File: src/inc/rtc_outputs_defines.svh
// Purpose: constants of the rtc output, reset and century block
// Assumes: 10 MHz system clock, byte addresses on the register bus
// Notes: register index times four gives the byte address
`ifndef RTC_OUTPUTS_DEFINES_SVH
`define RTC_OUTPUTS_DEFINES_SVH
`define IDX_RECOV      6'h04
`define IDX_YEAR       6'h06
`define IDX_CENTURY    6'h07
`define IDX_SQCTL      6'h0a
`define IDX_RATE       6'h13
`define IDX_CTRL       6'h14
`define IDX_WDOG       6'h15
`define IDX_STAT       6'h16
`define CTRL_RESET     8'h04
`define OSC_INC        24'h01ad7f
`define FT_CODE        4'h6
`define YEAR_LAST      8'h99
`define CLK_NS         100
`define REC_DEF_NS     96000000
`define REC_STOP_NS    40000000
`define REC_FAST_NS    50000
`define RIN_MIN_NS     100
`define REC_FAST_CYC   ((`REC_FAST_NS + `CLK_NS - 1) / `CLK_NS)
`define RIN_MIN_CYC    ((`RIN_MIN_NS + `CLK_NS - 1) / `CLK_NS)
`endif

File: src/inc/rtc_outputs_pkg.sv
// Purpose: types of the rtc output, reset and century block
// Assumes: nothing beyond the defines header
// Notes: whole block state is one packed struct
package rtc_outputs_pkg;
	typedef enum logic [1:0] {REC_IDLE = 2'b00, REC_HOLD = 2'b01, REC_WAIT = 2'b11} rec_state_t;
	typedef struct packed {
		logic tamper_irq_enable_b;
		logic tamper_irq_enable_a;
		logic osc_fail_irq_enable;
		logic frequency_test;
		logic oscillator_stop;
		logic fixed_32k_enable;
		logic power_fail_drive_type;
		logic square_drive_type;
	} ctrl_t;
	typedef struct packed {
		logic out;
		logic oe;
	} pin_t;
	typedef struct packed {
		rec_state_t       rec;
		logic [23:0]      rec_cnt;
		logic             cause_supply;
		logic [1:0][1:0]  rin_sync;
		logic [1:0]       rin_prev;
		logic [1:0]       armed;
		logic [1:0][2:0]  wid;
		logic [23:0]      osc_acc;
		logic [15:0]      div;
		ctrl_t            ctrl;
		logic             recovery_select;
		logic             alarm_flag_enable;
		logic             square_wave_enable;
		logic             alarm_backup_enable;
		logic [3:0]       square_rate_select;
		logic [7:0]       year;
		logic [1:0]       century;
		logic [7:0]       wdog;
		logic             waitrq;
		logic [31:0]      rdata;
		pin_t             sq;
		pin_t             fixed_32k_pin;
		pin_t             rst;
		pin_t [1:0]       pf;
		logic             leap;
	} state_t;
endpackage : rtc_outputs_pkg

File: src/core/rtc_outputs.sv
// Purpose: square wave, fixed 32 kHz, reset supervisor, power-fail gating, century bits
// Assumes: all inputs except the two reset inputs synchronous to clk_sys_i; oscillator emulated by phase accumulator
// Notes: pins are out/oe pairs; a released pin reads high through its pull-up
//
// Implementation choices: the register offsets and the Avalon-MM slave port.
`include "rtc_outputs_defines.svh"
`timescale 1ns/100ps
`default_nettype none
module rtc_outputs #(
	parameter int REC_DEF_CYC  = `REC_DEF_NS / `CLK_NS,
	parameter int REC_STOP_CYC = `REC_STOP_NS / `CLK_NS
) (
	// clock and reset
	input  wire logic        clk_sys_i,
	input  wire logic        rst_i,
	// avalon-mm slave
	input  wire logic [7:0]  av_address_i,
	input  wire logic        av_read_i,
	input  wire logic        av_write_i,
	input  wire logic [31:0] av_writedata_i,
	input  wire logic [3:0]  av_byteenable_i,
	output logic      [31:0] av_readdata_o,
	output logic             av_waitrequest_o,
	// supervisor inputs
	input  wire logic        supply_fail_i,
	input  wire logic        battery_backup_i,
	input  wire logic        reset_input_a_i,
	input  wire logic        reset_input_b_i,
	input  wire logic        power_fail_input_a_i,
	input  wire logic        power_fail_input_b_i,
	// calendar
	input  wire logic        year_tick_i,
	output logic             leap_year_o,
	// pins
	output logic             square_wave_pin_o,
	output logic             square_wave_pin_oe_o,
	output logic             fixed_32k_pin_o,
	output logic             fixed_32k_pin_oe_o,
	output logic             reset_pin_o,
	output logic             reset_pin_oe_o,
	output logic             power_fail_output_a_o,
	output logic             power_fail_output_a_oe_o,
	output logic             power_fail_output_b_o,
	output logic             power_fail_output_b_oe_o
);
	rtc_outputs_pkg::state_t s;
	rtc_outputs_pkg::state_t n;

	logic [1:0]  rin;
	logic [1:0]  below;
	logic [1:0]  act;
	logic [1:0]  valid;
	logic        hold_req;
	logic [24:0] acc_sum;
	logic [5:0]  idx;
	logic        wr_en;
	logic [7:0]  wd;
	logic [7:0]  rd;
	logic        sq_lvl;
	logic        sq_on;
	logic [23:0] rec_len;

	assign rin   = {reset_input_b_i, reset_input_a_i};
	assign below = {power_fail_input_b_i, power_fail_input_a_i};
	assign idx   = av_address_i[7:2];
	assign wd    = av_writedata_i[7:0];

	// open drain only pulls low; push-pull drives the level
	function automatic rtc_outputs_pkg::pin_t drive(input logic lvl, input logic od);
		rtc_outputs_pkg::pin_t p;
		p.out = od ? 1'b0 : lvl;
		p.oe  = od ? ~lvl : 1'b1;
		return p;
	endfunction : drive

	function automatic logic pin_lvl(input rtc_outputs_pkg::pin_t p);
		return p.oe ? p.out : 1'b1;
	endfunction : pin_lvl

	// bcd year: tens parity decides which units are multiples of four
	function automatic logic is_leap(input logic [7:0] y, input logic [1:0] c);
		logic d4;
		d4 = y[4] ? (y[3:0] == 4'h2 || y[3:0] == 4'h6)
			: (y[3:0] == 4'h0 || y[3:0] == 4'h4 || y[3:0] == 4'h8);
		return d4 && (y != 8'h00 || c == 2'h0);
	endfunction : is_leap

	always_comb begin
		n       = s;
		act     = '0;
		valid   = '0;
		rd      = 8'h00;
		acc_sum = {1'b0, s.osc_acc} + {1'b0, `OSC_INC};
		wr_en   = av_write_i && !s.waitrq && av_byteenable_i[0];

		// read mux; unmapped reads return zero
		case (idx)
			`IDX_RECOV:   rd = {s.recovery_select, 7'h00};
			`IDX_YEAR:    rd = s.year;
			`IDX_CENTURY: rd = {s.century, 6'h00};
			`IDX_SQCTL:   rd = {s.alarm_flag_enable, s.square_wave_enable, s.alarm_backup_enable, 5'h00};
			`IDX_RATE:    rd = {4'h0, s.square_rate_select};
			`IDX_CTRL:    rd = s.ctrl;
			`IDX_WDOG:    rd = s.wdog;
			`IDX_STAT:    rd = {4'h0, ~pin_lvl(s.pf[1]), ~pin_lvl(s.pf[0]), s.cause_supply,
				s.rec != rtc_outputs_pkg::REC_IDLE};
			default:      rd = 8'h00;
		endcase

		// one wait cycle, then answer; write lands on the edge seeing waitrequest low
		n.waitrq = 1'b1;
		if ((av_read_i || av_write_i) && s.waitrq) begin
			n.waitrq = 1'b0;
			n.rdata  = {24'h000000, rd};
		end

		// oscillator emulation: div counts at 65.536 kHz
		if (!s.ctrl.oscillator_stop) begin
			n.osc_acc = acc_sum[23:0];
			if (acc_sum[24])
				n.div = s.div + 16'h0001;
		end

		// calendar year and century
		if (year_tick_i) begin
			if (s.year == `YEAR_LAST) begin
				n.year    = 8'h00;
				n.century = s.century + 2'h1;
			end else if (s.year[3:0] == 4'h9) begin
				n.year = {s.year[7:4] + 4'h1, 4'h0};
			end else begin
				n.year = s.year + 8'h01;
			end
		end
		n.leap = is_leap(s.year, s.century);

		// register writes win over the year tick
		if (wr_en) begin
			case (idx)
				`IDX_RECOV:   n.recovery_select = wd[7];
				`IDX_YEAR:    n.year = wd;
				`IDX_CENTURY: n.century = wd[7:6];
				`IDX_SQCTL: begin
					n.alarm_flag_enable   = wd[7];
					n.square_wave_enable  = wd[6];
					n.alarm_backup_enable = wd[5];
				end
				`IDX_RATE:    n.square_rate_select = wd[3:0];
				`IDX_CTRL:    n.ctrl = wd;
				`IDX_WDOG:    n.wdog = wd;
				default: begin
				end
			endcase
		end

		// reset inputs: two-flop sync, edge, width filter
		for (int i = 0; i < 2; i++) begin
			n.rin_sync[i] = {s.rin_sync[i][0], rin[i]};
			act[i] = (i == 0) ? ~s.rin_sync[i][1] : s.rin_sync[i][1];
			n.rin_prev[i] = act[i];
			valid[i] = s.armed[i] && act[i] && (s.wid[i] >= 3'(`RIN_MIN_CYC));
			if (!act[i]) begin
				n.armed[i] = 1'b0;
				n.wid[i]   = 3'h0;
			end else if (!s.rin_prev[i]) begin
				n.armed[i] = 1'b1;
				n.wid[i]   = 3'h1;
			end else if (s.armed[i] && s.wid[i] < 3'h7) begin
				n.wid[i] = s.wid[i] + 3'h1;
			end
		end
		hold_req = supply_fail_i || (|valid);

		// recovery length; fast setting ignores the stop bit
		if (s.recovery_select)
			rec_len = 24'(`REC_FAST_CYC);
		else if (s.ctrl.oscillator_stop)
			rec_len = 24'(REC_STOP_CYC);
		else
			rec_len = 24'(REC_DEF_CYC);

		if (supply_fail_i)
			n.cause_supply = 1'b1;
		case (s.rec)
			rtc_outputs_pkg::REC_IDLE: begin
				if (hold_req)
					n.rec = rtc_outputs_pkg::REC_HOLD;
			end
			rtc_outputs_pkg::REC_HOLD: begin
				if (!hold_req) begin
					n.rec     = rtc_outputs_pkg::REC_WAIT;
					n.rec_cnt = rec_len - 24'h000001;
				end
			end
			rtc_outputs_pkg::REC_WAIT: begin
				if (hold_req) begin
					n.rec = rtc_outputs_pkg::REC_HOLD;
				end else if (s.rec_cnt == 24'h000000) begin
					n.rec          = rtc_outputs_pkg::REC_IDLE;
					n.cause_supply = 1'b0;
				end else begin
					n.rec_cnt = s.rec_cnt - 24'h000001;
				end
			end
			default: n.rec = rtc_outputs_pkg::REC_IDLE;
		endcase

		// device reset clears only the irq, test, alarm and square enables and the watchdog
		if (s.rec == rtc_outputs_pkg::REC_HOLD) begin
			n.ctrl.osc_fail_irq_enable = 1'b0;
			n.ctrl.frequency_test      = 1'b0;
			n.ctrl.tamper_irq_enable_a = 1'b0;
			n.ctrl.tamper_irq_enable_b = 1'b0;
			n.alarm_flag_enable        = 1'b0;
			n.alarm_backup_enable      = 1'b0;
			n.square_wave_enable       = 1'b0;
			n.wdog                     = 8'h00;
		end

		// square wave pin, with 512 Hz test tone when disabled
		sq_on  = 1'b0;
		sq_lvl = 1'b1;
		if (!s.ctrl.oscillator_stop) begin
			if (s.square_wave_enable && s.square_rate_select != 4'h0) begin
				sq_on  = 1'b1;
				sq_lvl = (s.square_rate_select == 4'h1) ? s.div[0] : s.div[s.square_rate_select];
			end else if (s.ctrl.frequency_test && !s.square_wave_enable) begin
				sq_on  = 1'b1;
				sq_lvl = s.div[`FT_CODE];
			end
		end
		n.sq = drive(sq_on ? sq_lvl : 1'b1, s.ctrl.square_drive_type);

		// fixed 32 kHz pin is open drain
		n.fixed_32k_pin = drive((s.ctrl.fixed_32k_enable && !s.ctrl.oscillator_stop) ? s.div[0] : 1'b1, 1'b1);
		n.rst  = drive(s.rec == rtc_outputs_pkg::REC_IDLE, 1'b1);

		for (int i = 0; i < 2; i++) begin
			if (battery_backup_i)
				n.pf[i] = drive(1'b0, s.ctrl.power_fail_drive_type);
			else if (s.rec != rtc_outputs_pkg::REC_IDLE && s.cause_supply)
				n.pf[i] = drive(1'b1, s.ctrl.power_fail_drive_type);
			else
				n.pf[i] = drive(~below[i], s.ctrl.power_fail_drive_type);
		end
	end

	always_ff @(posedge clk_sys_i or posedge rst_i) begin
		if (rst_i) begin
			s          <= '0;
			s.ctrl     <= `CTRL_RESET;
			s.waitrq   <= 1'b1;
			// sync flops of a start high and those of b start low, each at its idle level, else a sees a false falling edge
			s.rin_sync <= 4'h3;
			s.sq       <= 2'h0;
			s.fixed_32k_pin     <= 2'h0;
			s.rst      <= 2'h1;
			s.pf       <= 4'h0;
		end else begin
			s <= n;
		end
	end

	assign av_readdata_o            = s.rdata;
	assign av_waitrequest_o         = s.waitrq;
	assign leap_year_o              = s.leap;
	assign square_wave_pin_o        = s.sq.out;
	assign square_wave_pin_oe_o     = s.sq.oe;
	assign fixed_32k_pin_o          = s.fixed_32k_pin.out;
	assign fixed_32k_pin_oe_o       = s.fixed_32k_pin.oe;
	assign reset_pin_o              = s.rst.out;
	assign reset_pin_oe_o           = s.rst.oe;
	assign power_fail_output_a_o    = s.pf[0].out;
	assign power_fail_output_a_oe_o = s.pf[0].oe;
	assign power_fail_output_b_o    = s.pf[1].out;
	assign power_fail_output_b_oe_o = s.pf[1].oe;
endmodule : rtc_outputs
`default_nettype wire

File: config.mk
export PLATFORM = sky130hd
export DESIGN_NAME = rtc_outputs
export DESIGN_NICKNAME = d
export VERILOG_FILES = /design/src/inc/rtc_outputs_pkg.sv /design/src/core/rtc_outputs.sv
export VERILOG_INCLUDE_DIRS = /design/src /design/src/inc
export SDC_FILE = /design/constraint.sdc
export NUM_CORES = 1
export LEC_CHECK = 0
export ABC_AREA = 1
export ABC_CLOCK_PERIOD_IN_PS = 4360
export BUFFER_PORTS_ARGS = -buffer_cell sky130_fd_sc_hd__buf_2
export CORE_AREA = 2 2 166 168
export CTS_BUF_LIST = sky130_fd_sc_hd__clkbuf_4
export CTS_CLUSTER_DIAMETER = 60
export DETAILED_ROUTE_END_ITERATION = 12
export DIE_AREA = 0 0 168 170
export PLACE_DENSITY = 0.44
export SLEW_MARGIN = 20
export SYNTH_ARGS = -nofsm -noshare
export SYNTH_HDL_FRONTEND = slang
export SYNTH_SLANG_ARGS = --single-unit
File: constraint.sdc
create_clock -name clk_sys_i -period 4.36 [get_ports clk_sys_i]
set_clock_uncertainty 0.05 [all_clocks]
set_input_delay 0.436 -clock clk_sys_i [delete_from_list [all_inputs] [get_ports clk_sys_i]]
set_output_delay 0.436 -clock clk_sys_i [all_outputs]
set_load 0.01 [all_outputs]
Word level (Yosys, flattened, before mapping)
Index checks and enable logic that the tools add are counted.
Widths: inputs -> output; s select.

word-level totals
  input port bits = 55
  register bits after elaboration = 133
  logic and storage cells = 198
  output and inout bits = 44

operators by class
  multiplexer cells = 65
  bitwise operators = 9
  eq/ne operators = 26
  reductions and logical operators = 45
  add/sub/neg operators = 9
  magnitude comparators = 5

operators by type and width
  operator                count
  $pmux 8 s8              1
  $mux 8                  6
  $pmux 24 s2             1
  $sub 24x1->24 const B   2
  $mux 20                 2
  $mux 34                 1
  $mux 33                 1
  $mux 1                  28
  $mux 26                 1
  $add 24x17->25 const B  1
  $mux 25                 1
  $eq 6x5->1 const B      4
  $logic_not 24->1        1
  $mux 24                 1
  $mux 3                  8
  $eq 6x3->1 const B      3
  $mux 2                  9
  $add 16x1->16 const B   1
  $logic_and 1x1->1       14
  $reduce_and 2->1        7
  $reduce_bool 2->1       6
  $mux 10                 1
  $ne 2x2->1 const B      5
  $not 1->1               9
  other kinds (31)        45

Depth between registers and ports, before layout
  word-level depth = 8
  gate-level depth with buffers = 12
  mapped depth without buffers = 12

Worst setup path after synthesis
No wires, ideal clock.

  kind = register -> register
  start point = reg s[121] (netlist name)
  end point = reg s[150] (netlist name)
  library setup time = 0.121 ns
  cell stages (with the launch flop) = 11
  buffers on the path = 1
  clock period less this slack = 1.643 ns
  data arrival time = 1.473 ns
  required time = 4.189 ns
  setup slack = 2.717 ns
  cell sequence = dfrtp_1 > ha_1 > nor2_1 > nand2_1 > nand2_1 > nand3_2 > nor2_4 > nand2_4 > buf_6 > nor2_2 > a21oi_2

on the way
  word-level cells in the longest chain between the ends = 6
  elaborated cells on any way between the ends = 7
  those cells by class = 1 x order compare; 2 x eq/ne; 4 x reduce/logical

ends and longest elaborated chain
  what                                   line                source
  start: declaration                     rtc_outputs.sv:46   rtc_outputs_pkg::state_t s;
  start signal: assignment               rtc_outputs.sv:260  s <= n;
  $ge 3x1->1 (*)                         rtc_outputs.sv:161  valid[i] = s.armed[i] && act[i] && (s.wid[i] >= 3'(`RIN_MIN_CYC));
  $logic_and 1x1->1 (*)                  rtc_outputs.sv:161
  $reduce_or 2->1 (*)                    rtc_outputs.sv:172  hold_req = supply_fail_i || (|valid);
  $logic_or 1x1->1 (*)                   rtc_outputs.sv:172
  $ne 2x2->1 (no source line)            n/a
  $reduce_and 4->1 (no source line) (*)  n/a

Mark *: on every way between the ends. The rest lies on a longest branch, timed or not.
A chain may end at the register's enable or synchronous reset.

Final worst setup path
  start point = reg s[121] (netlist name)
  end point = reg s[138] (netlist name)

Same word-level chain as after synthesis.

==> results.json <==
{
  "cp_top_family": "simple AND/OR/NAND/NOR gates",
  "cp-start-kind": "flop",
  "required_ns": 4.74,
  "die_w_um": 168,
  "nets": 1155,
  "fin_crit_sh_pct": 50.23,
  "final_cell_mix": "nand2_1, inv_1, dfrtp_1, nand3_1, nor2_1",
  "nFillCells": 2864,
  "vias": 6552,
  "cp_slowest_cell": "dfrtp_1",
  "portBuffers": 43,
  "syn_area_um2": 7891,
  "crit_buf_inv": 1,
  "status": "complete, no violations",
  "cts_sinks": 133,
  "slew_violations": 0,
  "power_density_nw_per_um2": 404.9,
  "clk_pin_slew_worst_paths_ns": 0.13,
  "drc": 0,
  "synth_cells": 1040,
  "crit_top_cell": "nand2_1",
  "tns_ns": 0,
  "fin_crit_ns": 2.190,
  "tightest_slew_ns": 0.8638,
  "end_kind": "flop",
  "p_leak_nw": 4.235,
  "maxCapViolations": 0,
  "dp_slack_ns": 2.196,
  "wl_um": 19580,
  "clk_path_buf_depth": 2,
  "relSlewSlack_pct": 42.02,
  "drtAntennaViolNets": 0,
  "start_util_pct": 29.61,
  "cts_made_buffers": 17,
  "crit_path_max_incr_delay_ns": 0.47,
  "core-area_um2": 26650,
  "arrival_ns": 2.57,
  "finalSetupViolCount": 0,
  "synth_top_cells_by_area": "dfrtp_1, nand2_1, inv_1",
  "crit_chain": "ha_1 -> nor2_1 -> nand2_1 -> nand2_1 -> nand3_2 -> nor2_4 -> nand2_4 -> inv_4 -> nand2_1 -> nand2_1 -> nand3_1",
  "mostFrequentLayoutCell": "nand2_1",
  "fmax_mhz": 456.6,
  "insertion_delay_ns": 0.57,
  "routedWlPerCell_um": 13.56,
  "antenna_found_initial": 1,
  "place_inst": 1404,
  "rsz0062_at_grt": "false",
  "yosysTopAreaCellShare_pct": 40.59,
  "final_util_pct": 32.39,
  "layout-drive-gt1-share_pct": 12.53,
  "first_iter_violations": 265,
  "synth.distinct_cells": 49,
  "synth.largest_area_cell": "dfrtp_1",
  "hold_class": "input pin to flop",
  "dieArea_um2": 28560,
  "htree_levels": 4,
  "final_cells": 1444,
  "ys_seq_elements": 133,
  "fp.dieH_um": 170,
  "syn_area_per_cell_um2": 7.588,
  "grtUsageTotal_pct": 14.36,
  "peakVddDrop_mv": 0.1533,
  "cp_max_fo": 25,
  "ctsResizeCount": 0,
  "grt_overflow": 0,
  "root_buffer": "clkbuf_4",
  "worst_slack_ns": 2.170,
  "grt_max_degree": 80,
  "ys_seq_area_share_pct": 42.25,
  "yosysWarnings": 0,
  "p_total_w": 0.003495,
  "grt_pass1_wl_um": 32610,
  "post-cts-setup-buffer-count": 0,
  "via_per_inst": 4.537,
  "ios": 99,
  "rows": 60,
  "gp_congestion": 0.7728,
  "area_delta_synth_final_pct": 9.371,
  "critPathKind": "flop to flop",
  "hold_buffers": 6,
  "dr.pass1.iters": 5,
  "dp_hpwl_um": 14130,
  "cts_tree": "yes",
  "hold_violations": 0,
  "grt_pass1_vias": 6347
}
==> power breakdown <==
| group | internal [W] | total, W | leakage [nW] | switching [W] |
|---|---|---|---|---|
| Combinational | 0.000351 | 0.00101 | 2.42 | 0.000655 |
| Clock | 0.000359 | 0.000841 | 0.150 | 0.000481 |
| Sequential | 0.00144 | 0.00165 | 1.66 | 0.000205 |
==> area by class of cell <==
cell class / instances / area, um2 / area share [%]
multi-input cells: 743 / 3759 / 43.55
flip-flops and latches: 133 / 3334 / 38.63
inverters: 141 / 538.0 / 6.234
well taps: 341 / 426.7 / 4.943
repair buffers: 52 / 297.8 / 3.450
clock buffers: 21 / 157.7 / 1.827
clock inverters: 11 / 112.6 / 1.305
diodes: 2 / 5.005 / 0.05799
==> tightest hold or removal path, stage by stage <==
cell and delay, ns:
buf_2 0.09, inv_1 0.04, nand3_1 0.06
==> path summary, 6_finish.rpt <==
path | start | end | slack [ns] | cells past startpoint
setup / recovery | s[121] | s[138] | 2.17 | 11
hold reg to reg | n[129] | s[129] | 0.31 | 0
hold / removal | battery_backup_i | power_fail_output_a_oe_o | 0.07 | 3
max in group asynchronous | rst_i | n[129] | 2.80 | 4
min in group asynchronous | rst_i | s[150] | 0.53 | 3
setup reg to reg | s[121] | s[138] | 2.17 | 11
==> metal layers <==
layer  global-route usage (%)  part of all wire (%)  vias up
met1                    19.07                    49     3062
met4                    4.953                   1.8        0
met3                    2.442                   2.6       18
li1                         -                     -     3380
met5                        0                     0        -
met2                    23.68                    46       92
==> through the flow <==
step | instance area (um2) | hold slack (ns)
floorplan | 7985 | 0.2812
global placement | 8295 | 0.3008
finish | 8631 | 0.07087
detailed placement | 8295 | 0.2968
global route | 8631 | 0.02840
CTS | 8626 | 0.01948
==> synthesized netlist by cell type (all sizes together) <==
cell	instances
nand3	104
or2	1
dfstp	5
xnor2	5
nand2	284
nand3b	9
nor3b	1
a31oi	1
o41ai	1
o221ai	1
inv	140
o21a	1
o31ai	1
nor2	110
clkinv	1
o21bai	2
a22oi	1
a21oi	25
nand4	12
ha	12
conb	1
nor3	22
o211ai	6
o22ai	16
dfrtp	128
a31o	1
o21ai	63
buf	46
clkbuf	2
xor2	36
nor4	2
==> registers in the layout, indices dropped and copies added (netlist names) <==
register and cells:
square_wave_pin_oe_o 1, av_readdata_o 8, power_fail_output_a_oe_o 1, reset_pin_oe_o 1, power_fail_output_b_oe_o 1, power_fail_output_b_o 1
fixed_32k_pin_oe_o 1, av_waitrequest_o 1, s 112, n 2, square_wave_pin_o 1, power_fail_output_a_o 1
act 1, leap_year_o 1
==> cell families (layout without fill, tap and decap cells) <==
logic type | count (synthesis) | after routing | share of synthesized area, %
and+or+nand+nor | 545 | 545 | 31.11
buffers and inverters | 189 | 225 | 11.30
DFF | 133 | 133 | 42.25
AOI/OAI and AO/OA | 119 | 119 | 8.832
xor gates and xnor gates | 41 | 41 | 4.550
adders and majority gates | 12 | 12 | 1.903
other | 1 | 28 | 0.04752
(Power assumes the default switching activity.)
